[config.mk]
export PLATFORM = sky130hd
export DESIGN_NAME = lsi_top
export DESIGN_NICKNAME = d
export VERILOG_FILES = /design/src/hdl/lsi_pkg.sv /design/src/hdl/lsi_sync.sv /design/src/hdl/lsi_persist.sv /design/src/hdl/lsi_top.sv
export SDC_FILE = /design/constraint.sdc
export NUM_CORES = 1
export LEC_CHECK = 0
export BUFFER_PORTS_ARGS = -buffer_cell sky130_fd_sc_hd__clkbuf_2
export CORE_MARGIN = 2
export CORE_UTILIZATION = 30
export CTS_CLUSTER_DIAMETER = 150
export DETAILED_ROUTE_END_ITERATION = 6
export GPL_ROUTABILITY_DRIVEN = 0
export SYNTH_ARGS = -nofsm -noshare
export SYNTH_HDL_FRONTEND = slang
export SYNTH_SLANG_ARGS = --single-unit
export TNS_END_PERCENT = 30
[constraint.sdc]
create_clock -name MCLK -period 2.85 [get_ports MCLK]
set_input_delay 0.7125 -clock MCLK [delete_from_list [all_inputs] [get_ports MCLK]]
set_output_delay 0.7125 -clock MCLK [all_outputs]
set_load 0.005 [all_outputs]
[src/hdl/lsi_pkg.sv]
// Purpose: Shared constants for the light sensor interrupt block
// Assumes: Byte-wide register map behind a two-wire serial slave
// Notes:   Reserved bits are masked on write and read as zero

package lsi_pkg;

  // Register pointer values
  localparam logic [4:0] REG_IRQ_CTL = 5'h02;
  localparam logic [4:0] REG_LOW0    = 5'h03;
  localparam logic [4:0] REG_LOW1    = 5'h04;
  localparam logic [4:0] REG_HIGH0   = 5'h05;
  localparam logic [4:0] REG_HIGH1   = 5'h06;
  localparam logic [4:0] REG_GAIN    = 5'h07;

  // Control field positions
  localparam int CTL_HALT_BIT = 6;
  localparam int CTL_MODE_BIT = 4;
  localparam int CTL_PERS_MSB = 3;
  localparam int GAIN_MSB     = 2;

  // Reset values and writable-bit masks
  localparam logic [7:0] CTL_RESET   = 8'h00;
  localparam logic [7:0] LIMIT_RESET = 8'h00;
  localparam logic [2:0] GAIN_RESET  = 3'h0;
  localparam logic [7:0] CTL_WMASK   = 8'h5f;

  // Command byte layout
  localparam int         CMD_BIT     = 7;
  localparam int         TRN_MSB     = 6;
  localparam int         TRN_LSB     = 5;
  localparam logic [1:0] TRN_SPECIAL = 2'h3;

  // Serial framing and persistence count limit
  localparam logic [6:0] DEV_ADDR_DFLT = 7'h2a; // Arbitrary value
  localparam logic [3:0] BIT_LAST      = 4'h8;
  localparam logic [3:0] PERS_MAX      = 4'hf;

  // Serial slave states
  typedef enum logic [2:0] {
    ST_IDLE, ST_ADDR, ST_WDATA, ST_RDATA, ST_ACK_OUT, ST_ACK_IN
  } lsi_bus_st_t;

endpackage

[src/hdl/lsi_sync.sv]
// Purpose: Two-flop synchroniser for pin inputs
// Assumes: Idle level of every pin is high
// Notes:   First stage is read only by the second

`timescale 1ns/1ps
`default_nettype none

module lsi_sync #(
  parameter int WIDTH = 2
) (
  input  wire logic             clk,
  input  wire logic             srst,
  input  wire logic [WIDTH-1:0] din,
  output logic      [WIDTH-1:0] dout
);

  logic [WIDTH-1:0] meta_r;  // First stage

  // Two stages, reset to idle high
  always_ff @(posedge clk) begin
    if (srst) begin
      meta_r <= '1;
      dout   <= '1;
    end else begin
      meta_r <= din;
      dout   <= meta_r;
    end
  end

endmodule // lsi_sync

`default_nettype wire

[src/hdl/lsi_persist.sv]
// Purpose: Threshold window compare and persistence filter
// Assumes: done is high for one cycle at each integration end
// Notes:   fire is high for one cycle, one cycle after done

`timescale 1ns/1ps
`default_nettype none

module lsi_persist
  import lsi_pkg::*;
(
  input  wire logic        clk,
  input  wire logic        srst,
  input  wire logic        en,
  input  wire logic        done,
  input  wire logic [15:0] sample,
  input  wire logic [15:0] lo,
  input  wire logic [15:0] hi,
  input  wire logic [3:0]  persist,
  output logic             fire
);

  logic       out_rng;  // Sample outside window
  logic [3:0] cnt_r;    // Consecutive out-of-range periods
  logic [3:0] cnt_nxt;  // Saturating increment

  assign out_rng = (sample <= lo) || (sample > hi);
  assign cnt_nxt = (cnt_r == PERS_MAX) ? cnt_r : cnt_r + 4'h1;

  always_ff @(posedge clk) begin
    if (srst || !en) begin
      cnt_r <= 4'h0;
      fire  <= 1'b0;
    end else begin
      fire <= 1'b0;
      if (done) begin
        if (persist == 4'h0) begin
          cnt_r <= 4'h0;
          fire  <= 1'b1;
        end else if (out_rng) begin
          cnt_r <= cnt_nxt;
          fire  <= (cnt_nxt >= persist);
        end else begin
          cnt_r <= 4'h0;
        end
      end
    end
  end
endmodule // lsi_persist

`default_nettype wire

[src/hdl/lsi_top.sv]
// Purpose: Light sensor threshold interrupt with serial register access
// Assumes: ADC_DONE and CH0_DATA come from logic on MCLK
// Notes:   SCL and SDA are pins and pass two flops first

`timescale 1ns/1ps
`default_nettype none

module lsi_top
  import lsi_pkg::*;
#(
  parameter logic [6:0] DEV_ADDR = DEV_ADDR_DFLT
) (
  input  wire logic        MCLK,
  input  wire logic        SRST,
  input  wire logic        SCL_IN,
  input  wire logic        SDA_IN,
  output logic             SDA_OUT,
  output logic             SDA_OE_N,
  output logic             INT_OUT,
  output logic             INT_OE_N,
  input  wire logic        ADC_DONE,
  input  wire logic [15:0] CH0_DATA,
  output logic             ADC_HALT,
  output logic [2:0]       GAIN_SEL
);

  // Synchronised pins and edge history
  logic [1:0]  pin_s;      // {scl, sda} after sync
  logic        scl;        // Synced clock line
  logic        sda;        // Synced data line
  logic        scl_q_r;    // Previous clock level
  logic        sda_q_r;    // Previous data level
  logic        start_ev;   // Start condition
  logic        stop_ev;    // Stop condition
  logic        scl_rise;   // Clock rising edge
  logic        scl_fall;   // Clock falling edge

  // Serial slave state
  lsi_bus_st_t st_r;       // Slave state
  logic [3:0]  bit_cnt_r;  // Bits seen in byte
  logic [7:0]  sh_r;       // Receive shift
  logic [7:0]  rd_sh_r;    // Transmit shift
  logic        rnw_r;      // Read transfer
  logic        first_r;    // Next byte is first
  logic        nack_r;     // Host refused byte
  logic        sda_oe_n_r; // Data line drive
  logic [4:0]  ptr_r;      // Register pointer

  // Byte events
  logic        byte_done;  // Write byte complete
  logic        cmd_byte;   // Byte is a command
  logic        clr_cmd;    // Special clear command
  logic        wr_en;      // Register write
  logic        rd_load;    // Fetch next read byte
  logic [7:0]  rd_byte;    // Read data mux

  // Register file
  logic [7:0]  ctl_r;      // Interrupt control
  logic [7:0]  lim_r [4];  // Limit bytes
  logic [2:0]  gain_r;     // Gain select
  logic [15:0] low_lim;    // Low threshold
  logic [15:0] high_lim;   // High threshold
  logic        mode_on;    // Level mode selected

  // Interrupt state and outputs
  logic        fire;       // Filter event
  logic        irq_r;      // Latched interrupt
  logic        int_oe_n_r; // Pin drive
  logic        halt_r;     // Stop integration
  logic [2:0]  gain_out_r; // Gain to analog side
  logic        sda_out_r;  // Constant low level
  logic        int_out_r;  // Constant low level

  // Pins pass two flops
  lsi_sync #(
    .WIDTH (2)
  ) u_sync (
    .clk  (MCLK),
    .srst (SRST),
    .din  ({SCL_IN, SDA_IN}),
    .dout (pin_s)
  );

  assign scl = pin_s[1];
  assign sda = pin_s[0];

  // Edge history of synced lines
  always_ff @(posedge MCLK) begin
    if (SRST) begin
      scl_q_r <= 1'b1;
      sda_q_r <= 1'b1;
    end else begin
      scl_q_r <= scl;
      sda_q_r <= sda;
    end
  end

  // Line conditions
  assign start_ev = scl && scl_q_r && sda_q_r && !sda;
  assign stop_ev  = scl && scl_q_r && !sda_q_r && sda;
  assign scl_rise = scl && !scl_q_r;
  assign scl_fall = !scl && scl_q_r;

  // Byte level decode
  assign byte_done = scl_fall && (st_r == ST_WDATA) && (bit_cnt_r == BIT_LAST);
  // first byte with MSB is command
  assign cmd_byte  = byte_done && first_r && sh_r[CMD_BIT];
  assign clr_cmd   = cmd_byte && (sh_r[TRN_MSB:TRN_LSB] == TRN_SPECIAL);
  assign wr_en     = byte_done && !cmd_byte;
  assign rd_load   = scl_fall && (((st_r == ST_ACK_OUT) && rnw_r)
                                  || ((st_r == ST_ACK_IN) && !nack_r));

  // Serial slave sequencing
  always_ff @(posedge MCLK) begin
    if (SRST) begin
      st_r       <= ST_IDLE;
      bit_cnt_r  <= 4'h0;
      sh_r       <= 8'h00;
      rd_sh_r    <= 8'h00;
      rnw_r      <= 1'b0;
      first_r    <= 1'b0;
      nack_r     <= 1'b0;
      sda_oe_n_r <= 1'b1;
    end else if (start_ev) begin
      // Start or repeated start
      st_r       <= ST_ADDR;
      bit_cnt_r  <= 4'h0;
      first_r    <= 1'b1;
      sda_oe_n_r <= 1'b1;
    end else if (stop_ev) begin
      st_r       <= ST_IDLE;
      sda_oe_n_r <= 1'b1;
    end else if (scl_rise) begin
      case (st_r)
        ST_ADDR, ST_WDATA, ST_RDATA: begin
          // Sample and count one bit
          sh_r      <= {sh_r[6:0], sda};
          bit_cnt_r <= bit_cnt_r + 4'h1;
        end
        ST_ACK_IN: begin
          // Host acknowledge bit
          nack_r <= sda;
        end
        default: begin
        end
      endcase
    end else if (scl_fall) begin
      case (st_r)
        ST_ADDR: begin
          // Address match check
          if (bit_cnt_r == BIT_LAST) begin
            if (sh_r[7:1] == DEV_ADDR) begin
              rnw_r      <= sh_r[0];
              st_r       <= ST_ACK_OUT;
              sda_oe_n_r <= 1'b0;
            end else begin
              st_r <= ST_IDLE;
            end
          end
        end
        ST_WDATA: begin
          // Acknowledge written byte
          if (bit_cnt_r == BIT_LAST) begin
            st_r       <= ST_ACK_OUT;
            first_r    <= 1'b0;
            sda_oe_n_r <= 1'b0;
          end
        end
        ST_ACK_OUT: begin
          // End of our acknowledge
          bit_cnt_r <= 4'h0;
          if (rnw_r) begin
            st_r       <= ST_RDATA;
            sda_oe_n_r <= rd_byte[7];
            rd_sh_r    <= {rd_byte[6:0], 1'b0};
          end else begin
            st_r       <= ST_WDATA;
            sda_oe_n_r <= 1'b1;
          end
        end
        ST_RDATA: begin
          // Shift out or release for ack
          if (bit_cnt_r == BIT_LAST) begin
            st_r       <= ST_ACK_IN;
            sda_oe_n_r <= 1'b1;
          end else begin
            sda_oe_n_r <= rd_sh_r[7];
            rd_sh_r    <= {rd_sh_r[6:0], 1'b0};
          end
        end
        ST_ACK_IN: begin
          // Continue only on acknowledge
          bit_cnt_r <= 4'h0;
          if (nack_r) begin
            st_r <= ST_IDLE;
          end else begin
            st_r       <= ST_RDATA;
            sda_oe_n_r <= rd_byte[7];
            rd_sh_r    <= {rd_byte[6:0], 1'b0};
          end
        end
        default: begin
          st_r <= ST_IDLE;
        end
      endcase
    end
  end

  // Pointer load and auto-increment
  always_ff @(posedge MCLK) begin
    if (SRST) begin
      ptr_r <= 5'h00;
    end else if (cmd_byte) begin
      ptr_r <= sh_r[4:0];
    end else if (wr_en || rd_load) begin
      ptr_r <= ptr_r + 5'h01;
    end
  end

  // Interrupt control register
  always_ff @(posedge MCLK) begin
    if (SRST) begin
      ctl_r <= CTL_RESET;
    end else if (wr_en && (ptr_r == REG_IRQ_CTL)) begin
      ctl_r <= sh_r & CTL_WMASK;
    end
  end

  for (genvar g = 0; g < 4; g++) begin : g_lim
    always_ff @(posedge MCLK) begin
      if (SRST) begin
        lim_r[g] <= LIMIT_RESET;
      end else if (wr_en && (ptr_r == REG_LOW0 + 5'(g))) begin
        lim_r[g] <= sh_r;
      end
    end
  end

  assign low_lim  = {lim_r[1], lim_r[0]};
  assign high_lim = {lim_r[3], lim_r[2]};
  assign mode_on  = ctl_r[CTL_MODE_BIT];

  always_ff @(posedge MCLK) begin
    if (SRST) begin
      gain_r <= GAIN_RESET;
    end else if (wr_en && (ptr_r == REG_GAIN)) begin
      gain_r <= sh_r[GAIN_MSB:0];
    end
  end

  // Read data by pointer
  always_comb begin
    case (ptr_r)
      REG_IRQ_CTL: rd_byte = ctl_r;
      REG_LOW0:    rd_byte = lim_r[0];
      REG_LOW1:    rd_byte = lim_r[1];
      REG_HIGH0:   rd_byte = lim_r[2];
      REG_HIGH1:   rd_byte = lim_r[3];
      REG_GAIN:    rd_byte = {5'h00, gain_r};
      default:     rd_byte = 8'h00;
    endcase
  end

  lsi_persist u_persist (
    .clk     (MCLK),
    .srst    (SRST),
    .en      (mode_on),
    .done    (ADC_DONE),
    .sample  (CH0_DATA),
    .lo      (low_lim),
    .hi      (high_lim),
    .persist (ctl_r[CTL_PERS_MSB:0]),
    .fire    (fire)
  );

  always_ff @(posedge MCLK) begin
    if (SRST) begin
      irq_r <= 1'b0;
    end else if (fire && mode_on) begin
      irq_r <= 1'b1;
    end else if (clr_cmd) begin
      irq_r <= 1'b0;
    end
  end

  // Output flops
  always_ff @(posedge MCLK) begin
    if (SRST) begin
      int_oe_n_r <= 1'b1;
      halt_r     <= 1'b0;
      gain_out_r <= GAIN_RESET;
      sda_out_r  <= 1'b0;
      int_out_r  <= 1'b0;
    end else begin
      int_oe_n_r <= !(irq_r && mode_on);
      halt_r     <= irq_r && ctl_r[CTL_HALT_BIT];
      gain_out_r <= gain_r;
      sda_out_r  <= 1'b0;
      int_out_r  <= 1'b0;
    end
  end

  assign SDA_OUT  = sda_out_r;
  assign SDA_OE_N = sda_oe_n_r;
  assign INT_OUT  = int_out_r;
  assign INT_OE_N = int_oe_n_r;
  assign ADC_HALT = halt_r;
  assign GAIN_SEL = gain_out_r;
endmodule // lsi_top

`default_nettype wire

==> results of run 1 <==
[area by class of cell]
type                       instances  area [um2]
fill                            1760       11200
multi-input combinational        403        2790
sequential                        89        2100
tap                              225         282
clock buffer                      10         229
timing repair buffer              38         220
inverter                          51         191
clock inverter                     6        66.3
[per-layer routing]
layer | part of all wire (%) | wire [um]
met3 | 4.4 | 551
met2 | 45 | 5610
met1 | 50 | 6160
met5 | 0 | 0
met4 | 1.0 | 128
[metrics by stage]
stage / hold WS (ns) / setup WS (ns) / cells
2_1_floorplan: 0.358 / 0.499 / 569
3_3_place_gp: 0.369 / 0.397 / 806
3_5_place_dp: 0.369 / 0.353 / 806
4_1_cts: 0.386 / 0.545 / 822
5_1_grt: 0.405 / 0.284 / 822
6_report: 0.383 / 0.556 / 822
[power breakdown]
part           switching [W]  internal (W)  leakage [nW]  total [W]
clock               0.000513      0.000684         0.147    0.00120
combinational       0.000111     0.0000739          1.39   0.000185
sequential         0.0000211       0.00134         0.764    0.00136
[logic make-up (layout without fill, tap and decap cells)]
group / Yosys count / count (layout)
AO/OA/AOI/OAI: 131 / 131
XOR/XNOR: 3 / 3
adder cells (fa/ha/maj): 49 / 49
buffers and inverters: 77 / 105
flip-flops: 89 / 89
multiplexers: 12 / 12
other: 1 / 2
AND/OR/NAND/NOR: 206 / 206
[state kept, by name, indices dropped and copies added (netlist names), 2 cells and up]
register,count
GAIN_SEL,3
bit_cnt_r,4
ctl_r,6
gain_r,3
lim_r,32
ptr_r,5
rd_sh_r,7
sh_r,8
st_r,3
u_persist.cnt_r,4
u_sync.dout,2
u_sync.meta_r,2
[how the worst min path moves through the flow]
stage	end	slack [ns]	cells after the start
2_1_floorplan	INT_OE_N$_SDFF_PP1_	0.36	1
3_3_place_gp	INT_OE_N$_SDFF_PP1_	0.37	1
3_5_place_dp	INT_OE_N$_SDFF_PP1_	0.37	1
4_1_cts	INT_OE_N$_SDFF_PP1_	0.39	1
5_1_grt	INT_OE_N$_SDFF_PP1_	0.40	1
6_report	INT_OE_N$_SDFF_PP1_	0.38	1
[cells in the final DEF, fill, tap and decap left out, drive strengths merged, types with 14 or more instances in the layout]
master | netlist | final
dfxtp | 57 | 57
inv | 51 | 53
ha | 49 | 49
a21oi | 47 | 47
nand2 | 46 | 46
clkbuf | 9 | 36
and2 | 34 | 34
nor2 | 33 | 33
edfxtp | 32 | 32
nand3 | 27 | 27
o21ai | 17 | 17
nor2b | 14 | 14
==> impl_results.html, run 1 <==
<table>
<tr><th>Metric</th><th>Value</th></tr>
<tr><th colspan="2">Global routing</th></tr>
<tr><td>Antenna violations before repair</td><td>0</td></tr>
<tr><td>Most crowded layer after global routing</td><td>met2</td></tr>
<tr><td>Via count of the first global-routing pass</td><td>3823</td></tr>
<tr><td>Wire length of the first global-routing pass</td><td>19800 um</td></tr>
<tr><td>Global-route track usage on met1</td><td>19.0%</td></tr>
<tr><td>Largest net degree at the start of global routing</td><td>23</td></tr>
<tr><td>Total Routing Usage GR</td><td>14.0%</td></tr>
<tr><td>Overflow left after global routing</td><td>0</td></tr>
<tr><td>Met3 demand-to-capacity share in global routing</td><td>3.74%</td></tr>
<tr><td>Met2 capacity usage during global routing</td><td>22.2%</td></tr>
<tr><th colspan="2">Min path</th></tr>
<tr><td>Class of the tightest hold or removal check</td><td>flop to flop</td></tr>
<tr><td>Source of the worst hold timing path</td><td>irq_r$_SDFFE_PP0P_</td></tr>
<tr><th colspan="2">Placement</th></tr>
<tr><td>Placed standard-cell area</td><td>0.00558 mm2</td></tr>
<tr><td>HPWL after DPL</td><td>9070 um</td></tr>
<tr><td>Buffers added on ports</td><td>26</td></tr>
<tr><th colspan="2">STA</th></tr>
<tr><td>Final hold violation count</td><td>0</td></tr>
<tr><td>F_max</td><td>436 MHz</td></tr>
<tr><td>RSZ-0062 raised after global routing</td><td>no</td></tr>
<tr><td>Final Setup Violations</td><td>0</td></tr>
<tr><td>Final slew viol count</td><td>0</td></tr>
<tr><td>Period utilisation layout</td><td>80.5%</td></tr>
<tr><td>Transition time of the tightest slew-check pin</td><td>0.782 ns</td></tr>
<tr><td>Layout Skew</td><td>0.00916 ns</td></tr>
<tr><td>Worst slew slack as a fraction of its limit</td><td>47.7%</td></tr>
<tr><td>Minimum clock period after layout</td><td>2.29 ns</td></tr>
<tr><td>Final-layout setup total negative slack</td><td>0 ns</td></tr>
<tr><th colspan="2">Detailed routing</th></tr>
<tr><td>Number of nets still failing antenna checks after routing</td><td>0</td></tr>
<tr><td>Post-detailed-route wirelength per cell</td><td>15.1 um</td></tr>
<tr><td>Number of iterations in the first detailed-routing pass</td><td>5</td></tr>
<tr><td>Remaining routing DRC violations</td><td>0</td></tr>
<tr><td>Routed wire length</td><td>12500 um</td></tr>
<tr><td>DR iter-0 viols</td><td>286</td></tr>
<tr><td>Ratio of routed vias to standard cells</td><td>4.93</td></tr>
<tr><td>Vias after detailed routing</td><td>4051</td></tr>
<tr><th colspan="2">Die</th></tr>
<tr><td>Number of ports placed on the die boundary</td><td>29</td></tr>
<tr><td>Standard-cell row count</td><td>48</td></tr>
<tr><td>Die extent in y</td><td>136 um</td></tr>
<tr><td>Die area</td><td>0.0184 mm2</td></tr>
<tr><td>Horiz. Die Dim</td><td>136 um</td></tr>
<tr><td>Initial Util</td><td>30.4%</td></tr>
<tr><td>Placeable Area</td><td>0.0171 mm2</td></tr>
<tr><th colspan="2">Clocking</th></tr>
<tr><td>Maximum level of the CTS H-tree</td><td>3</td></tr>
<tr><td>Number of buffers inserted for hold repair after clock tree synthesis</td><td>0</td></tr>
<tr><td>Postcts setup bufs</td><td>0</td></tr>
<tr><td># resized after CTS</td><td>0</td></tr>
<tr><td>Number of buffers between clock root and the deepest sink</td><td>2</td></tr>
<tr><td>Clock sink total</td><td>89</td></tr>
<tr><td>Total clock buffers created by CTS</td><td>9</td></tr>
<tr><td>Root buf cell</td><td>sky130_fd_sc_hd__clkbuf_16</td></tr>
<tr><td>Clock tree from TritonCTS</td><td>built</td></tr>
<tr><td>Clock slew at the register clock pins of the worst setup and hold paths</td><td>0.07 ns</td></tr>
<tr><td>Later-pin clock latency in the skew report</td><td>0.35 ns</td></tr>
<tr><th colspan="2">Synthesis</th></tr>
<tr><td>Adder and majority gate portion of the synthesized area</td><td>11.8%</td></tr>
<tr><td>Number of instances in the synthesized netlist</td><td>568</td></tr>
<tr><td>Area contributors post-synth</td><td>sky130_fd_sc_hd__dfxtp_1, sky130_fd_sc_hd__edfxtp_1, sky130_fd_sc_hd__ha_1</td></tr>
<tr><td>Synthesis Warnings</td><td>0</td></tr>
<tr><td>Fraction of post-synthesis cell area in the top cell type by area</td><td>21.9%</td></tr>
<tr><td>Most frequent cells after synthesis</td><td>sky130_fd_sc_hd__dfxtp_1, sky130_fd_sc_hd__inv_1, sky130_fd_sc_hd__ha_1</td></tr>
<tr><td>Xor-xnor portion of the synthesized cell area</td><td>0.505%</td></tr>
<tr><td>Post-synthesis share of cell area spent on and, or, nand and nor gates</td><td>22.1%</td></tr>
<tr><td>Seq/Total Area, Yosys</td><td>40.4%</td></tr>
<tr><td>Yosys cell types</td><td>57</td></tr>
<tr><td>Post-synthesis compound-gate area fraction</td><td>16.5%</td></tr>
<tr><td>Number of synthesized flops with an enable pin</td><td>32</td></tr>
<tr><td>Largest family of logic cells by synthesized area</td><td>simple AND/OR/NAND/NOR gates</td></tr>
<tr><td>Syn Std Cell Area</td><td>0.00520 mm2</td></tr>
<tr><td>Cell type with the highest aggregate area in the netlist</td><td>sky130_fd_sc_hd__dfxtp_1</td></tr>
<tr><td>Register bit count reported by yosys</td><td>89</td></tr>
<tr><td>Top-count cell post-synth</td><td>sky130_fd_sc_hd__dfxtp_1</td></tr>
<tr><td>Mux share of post-synthesis cell area</td><td>2.38%</td></tr>
<tr><td>Main synth FF type</td><td>sky130_fd_sc_hd__dfxtp_1</td></tr>
<tr><td>Per-instance average area after synthesis</td><td>9.16 um2</td></tr>
<tr><td>Proportion of synthesized flip-flops having asynchronous set or reset</td><td>0%</td></tr>
<tr><th colspan="2">Power</th></tr>
<tr><td>Total power consumption of the routed design</td><td>0.00274 W</td></tr>
<tr><td>Maximum VDD drop</td><td>0.283 mV</td></tr>
<tr><td>Static power due to leakage</td><td>2.30 nW</td></tr>
<tr><td>Total power per unit cell area</td><td>467 mW/mm2</td></tr>
<tr><th colspan="2">Setup path</th></tr>
<tr><td>Worst reg-to-reg path cell count</td><td>9</td></tr>
<tr><td>Element type at the critical path start</td><td>flop</td></tr>
<tr><td>Worst stage delay on the critical path</td><td>0.35 ns</td></tr>
<tr><td>Required time worst endpoint</td><td>3.09 ns</td></tr>
<tr><td>Stages on the worst setup path</td><td>9</td></tr>
<tr><td>Capture instance of the worst register-to-register path</td><td>gain_r[0]$_SDFFE_PP0P_</td></tr>
<tr><td>Crit Path Category</td><td>flop to flop</td></tr>
<tr><td>Startpoint of the lowest-slack register-to-register path</td><td>bit_cnt_r[0]$_SDFFE_PP0P_</td></tr>
<tr><td>Crit path capture</td><td>gain_r[0]$_SDFFE_PP0P_</td></tr>
<tr><td>Maximum fanout encountered on the critical timing path</td><td>8</td></tr>
<tr><td>WP data arrival</td><td>2.54 ns</td></tr>
<tr><td>Category of the worst setup path capture point</td><td>flop</td></tr>
<tr><td>Critical Path, Cell by Cell</td><td>inv_1 -&gt; ha_1 -&gt; and3b_1 -&gt; nand3_2 -&gt; nor2_1 -&gt; buf_4 -&gt; nand4_1 -&gt; mux2i_1 -&gt; nor2_1</td></tr>
<tr><td>Standard cell with the maximum stage delay on the critical path</td><td>sky130_fd_sc_hd__nor2_1</td></tr>
<tr><td>Worst setup path startpoint</td><td>bit_cnt_r[0]$_SDFFE_PP0P_</td></tr>
<tr><td>Worst path most repeated cell</td><td>sky130_fd_sc_hd__nor2_1</td></tr>
<tr><td>Worst reg-to-reg setup slack</td><td>0.56 ns</td></tr>
<tr><td>Cell class contributing the biggest share of worst-path delay</td><td>simple AND/OR/NAND/NOR gates</td></tr>
<tr><td>Buffering stage count on the worst path with inverters included</td><td>2</td></tr>
<tr><th colspan="2">Layout</th></tr>
<tr><td>Share of cells above drive strength 1</td><td>12.6%</td></tr>
<tr><td>Final Instance Area</td><td>0.00588 mm2</td></tr>
<tr><td>Layout Nets</td><td>662</td></tr>
<tr><td>Synth-to-Final Area Change</td><td>13.0%</td></tr>
<tr><td>Diodes inserted</td><td>0</td></tr>
<tr><td>Post-route core utilization</td><td>34.3%</td></tr>
<tr><th colspan="2">Status</th></tr>
<tr><td>Result of the run</td><td>complete, no violations</td></tr>
<tr><th colspan="2">Flow run</th></tr>
<tr><td>Max cap viols</td><td>0</td></tr>
</table>
Power figures use the tool's default switching activity.
==> run 2, diff against run 1 <==
==> constraint.sdc (replaced) <==
create_clock -name MCLK -period 1.9 [get_ports MCLK]
set_input_delay 0.475 -clock MCLK [delete_from_list [all_inputs] [get_ports MCLK]]
set_output_delay 0.475 -clock MCLK [all_outputs]
set_load 0.005 [all_outputs]
==> impl_results.html, run 2 (same netlist as run 1, synthesis figures left out) <==
<table>
<tr><th>Metric</th><th>Value</th></tr>
<tr><th colspan="2">Setup path</th></tr>
<tr><td>Capture instance of the worst register-to-register path</td><td>u_persist.fire$_SDFF_PP0_</td></tr>
<tr><td>Worst reg-to-reg setup slack</td><td>-0.17 ns</td></tr>
<tr><td>Maximum fanout encountered on the critical timing path</td><td>5</td></tr>
<tr><td>Startpoint of the lowest-slack register-to-register path</td><td>lim_r[2][7]$_SDFFCE_PN0P_</td></tr>
<tr><td>Crit Path Category</td><td>flop to flop</td></tr>
<tr><td>Standard cell with the maximum stage delay on the critical path</td><td>sky130_fd_sc_hd__or4_4</td></tr>
<tr><td>Worst stage delay on the critical path</td><td>0.57 ns</td></tr>
<tr><td>Worst reg-to-reg path cell count</td><td>6</td></tr>
<tr><td>Critical Path, Cell by Cell</td><td>inv_2 -&gt; ha_1 -&gt; nand4_1 -&gt; or4_4 -&gt; a211oi_4 -&gt; a221oi_2</td></tr>
<tr><td>Category of the worst setup path capture point</td><td>flop</td></tr>
<tr><td>Required time worst endpoint</td><td>2.12 ns</td></tr>
<tr><td>Worst setup path startpoint</td><td>lim_r[2][7]$_SDFFCE_PN0P_</td></tr>
<tr><td>WP data arrival</td><td>2.28 ns</td></tr>
<tr><td>Crit path capture</td><td>u_persist.fire$_SDFF_PP0_</td></tr>
<tr><td>Element type at the critical path start</td><td>flop</td></tr>
<tr><th colspan="2">Min path</th></tr>
<tr><td>Class of the tightest hold or removal check</td><td>primary input to flop</td></tr>
<tr><th colspan="2">Status</th></tr>
<tr><td>Violations in the final reports</td><td>setup timing</td></tr>
<tr><td>Result of the run</td><td>finished with violations</td></tr>
<tr><th colspan="2">Placement</th></tr>
<tr><td>Buffers added on ports</td><td>26</td></tr>
<tr><td>Placed standard-cell area</td><td>0.00620 mm2</td></tr>
<tr><td>Post-place setup slack</td><td>-0.422 ns</td></tr>
<tr><td>HPWL after DPL</td><td>10500 um</td></tr>
<tr><th colspan="2">Clocking</th></tr>
<tr><td>Total clock buffers created by CTS</td><td>9</td></tr>
<tr><td>Clock slew at the register clock pins of the worst setup and hold paths</td><td>0.06 ns</td></tr>
<tr><td>Clock tree from TritonCTS</td><td>built</td></tr>
<tr><td>Root buf cell</td><td>sky130_fd_sc_hd__clkbuf_16</td></tr>
<tr><td>Number of buffers between clock root and the deepest sink</td><td>2</td></tr>
<tr><td>Maximum level of the CTS H-tree</td><td>3</td></tr>
<tr><td>Clock sink total</td><td>89</td></tr>
<tr><td>Later-pin clock latency in the skew report</td><td>0.35 ns</td></tr>
<tr><td>Number of buffers inserted for hold repair after clock tree synthesis</td><td>0</td></tr>
<tr><th colspan="2">Global routing</th></tr>
<tr><td>Largest net degree at the start of global routing</td><td>16</td></tr>
<tr><td>Wire length of the first global-routing pass</td><td>21800 um</td></tr>
<tr><td>Via count of the first global-routing pass</td><td>4338</td></tr>
<tr><td>Total Routing Usage GR</td><td>15.3%</td></tr>
<tr><td>Overflow left after global routing</td><td>0</td></tr>
<tr><td>Antenna violations before repair</td><td>0</td></tr>
<tr><th colspan="2">Power</th></tr>
<tr><td>Static power due to leakage</td><td>2.72 nW</td></tr>
<tr><td>Total power consumption of the routed design</td><td>0.00410 W</td></tr>
<tr><td>Maximum VDD drop</td><td>0.426 mV</td></tr>
<tr><td>Total power per unit cell area</td><td>606 mW/mm2</td></tr>
<tr><th colspan="2">Layout</th></tr>
<tr><td>Register containing the most flip-flops in the final layout</td><td>lim_r</td></tr>
<tr><td>Layout Nets</td><td>743</td></tr>
<tr><td>Number of flip-flops in the largest register</td><td>32</td></tr>
<tr><td>Post-route core utilization</td><td>39.5%</td></tr>
<tr><td>Share of cells above drive strength 1</td><td>30.8%</td></tr>
<tr><td>Largest regs</td><td>lim_r: 32 flops, sh_r: 8 flops, rd_sh_r: 7 flops</td></tr>
<tr><td>Commonest non-fill, non-tap cells in the layout</td><td>sky130_fd_sc_hd__buf_4, sky130_fd_sc_hd__dfxtp_1, sky130_fd_sc_hd__nand2_1</td></tr>
<tr><td>Final Instance Area</td><td>0.00676 mm2</td></tr>
<tr><td>Diodes inserted</td><td>0</td></tr>
<tr><td>Filler instances</td><td>1666</td></tr>
<tr><td>Synth-to-Final Area Change</td><td>30.0%</td></tr>
<tr><td>Commonest non-fill, non-tap cell in the layout</td><td>sky130_fd_sc_hd__buf_4</td></tr>
<tr><th colspan="2">Die</th></tr>
<tr><td>Die area</td><td>0.0184 mm2</td></tr>
<tr><td>Horiz. Die Dim</td><td>136 um</td></tr>
<tr><td>Number of ports placed on the die boundary</td><td>29</td></tr>
<tr><td>Die extent in y</td><td>136 um</td></tr>
<tr><td>Standard-cell row count</td><td>48</td></tr>
<tr><td>Placeable Area</td><td>0.0171 mm2</td></tr>
<tr><td>Initial Util</td><td>30.4%</td></tr>
<tr><th colspan="2">Detailed routing</th></tr>
<tr><td>Ratio of routed vias to standard cells</td><td>5.01</td></tr>
<tr><td>DR iter-0 viols</td><td>307</td></tr>
<tr><td>Post-detailed-route wirelength per cell</td><td>15.4 um</td></tr>
<tr><td>Number of nets still failing antenna checks after routing</td><td>0</td></tr>
<tr><td>Vias after detailed routing</td><td>4522</td></tr>
<tr><td>Remaining routing DRC violations</td><td>0</td></tr>
<tr><td>Routed wire length</td><td>13900 um</td></tr>
<tr><td>Number of iterations in the first detailed-routing pass</td><td>5</td></tr>
<tr><th colspan="2">STA</th></tr>
<tr><td>Final Setup Violations</td><td>5</td></tr>
<tr><td>RSZ-0062 raised after global routing</td><td>yes</td></tr>
<tr><td>Setup slack of the critical path after layout</td><td>-0.169 ns</td></tr>
<tr><td>Worst hold slack</td><td>0.307 ns</td></tr>
<tr><td>F_max</td><td>483 MHz</td></tr>
<tr><td>Final hold violation count</td><td>0</td></tr>
<tr><td>Minimum clock period after layout</td><td>2.07 ns</td></tr>
<tr><td>Final slew viol count</td><td>0</td></tr>
<tr><td>Layout Skew</td><td>0.00903 ns</td></tr>
<tr><td>Period utilisation layout</td><td>109%</td></tr>
<tr><th colspan="2">Flow run</th></tr>
<tr><td>Max cap viols</td><td>0</td></tr>
</table>
-- run 2: cell types whose count changed in the layout (fill, tap and decap cells not counted), sizes merged --
cell	before	now
clkinvlp	0	1
clkbuf	36	39
bufinv	1	0
inv	53	51
clkinv	3	2
buf	12	93
-- run 2: final cells by class --
cell class | count | area, um2 | share of cell area (%)
sequential | 89 | 2110 | 31.2
inverter | 51 | 191 | 2.83
clock buffer | 13 | 251 | 3.72
timing repair buffer | 119 | 840 | 12.4
clock inverter | 3 | 17.5 | 0.259
tap | 225 | 282 | 4.16
multi-input combinational | 403 | 3070 | 45.4
-- run 2: power by group --
group	total, W	internal (W)	leakage (nW)	switching [W]
sequential	0.00204	0.00201	0.767	0.0000313
combinational	0.000406	0.000193	1.82	0.000213
clock	0.00165	0.000924	0.133	0.000724
-- run 2: worst min-delay path by stage --
| stage | from | to | slack, ns | cells after the start |
|---|---|---|---|---|
| after global placement | irq_r$_SDFFE_PP0P_ | INT_OE_N$_SDFF_PP1_ | 0.37 | 1 |
| after detailed placement | irq_r$_SDFFE_PP0P_ | INT_OE_N$_SDFF_PP1_ | 0.38 | 1 |
| final | SDA_IN | u_sync.meta_r[0]$_SDFF_PP1_ | 0.31 | 2 |
| after floorplan | irq_r$_SDFFE_PP0P_ | INT_OE_N$_SDFF_PP1_ | 0.36 | 1 |
| after CTS | SDA_IN | u_sync.meta_r[0]$_SDFF_PP1_ | 0.29 | 2 |
| after global routing | SCL_IN | u_sync.meta_r[1]$_SDFF_PP1_ | 0.30 | 2 |
-- run 2: through the flow --
step	instances	setup TNS [ns]
2_1_floorplan	569	-0.122
3_3_place_gp	880	-1.74
3_5_place_dp	880	-2.19
4_1_cts	897	-0.697
5_1_grt	903	-1.36
6_report	903	-0.770
-- run 2: critical path: cells and delay by family, from the launching register on --
family	cells	cell delay (ns)
compound gates	2	0.52
simple gates	2	0.69
flops	1	0.37
buf+inv	1	0.06
fa+ha+maj	1	0.31
-- run 2: layer usage --
metal	global-route usage (%)	wire length, um	part of all wire (%)	vias to the layer above
li1	-	-	-	2236
met5	0	0	0	-
met1	19.6	6480	47	2178
met4	4.22	134	0.96	0
met2	25.8	6780	49	93
met3	3.33	532	3.8	15
-- run 2: timing repair --
| action | in CTS | in global routing |
|---|---|---|
| endpoints found under the hold margin | 0 | 0 |
| setup buffers | 1 | 6 |
| pin swaps | 15 | 10 |
| setup endpoints to repair | 17 | 67 |
| gates cloned | 0 | 1 |
| gates resized for setup | 24 | 40 |
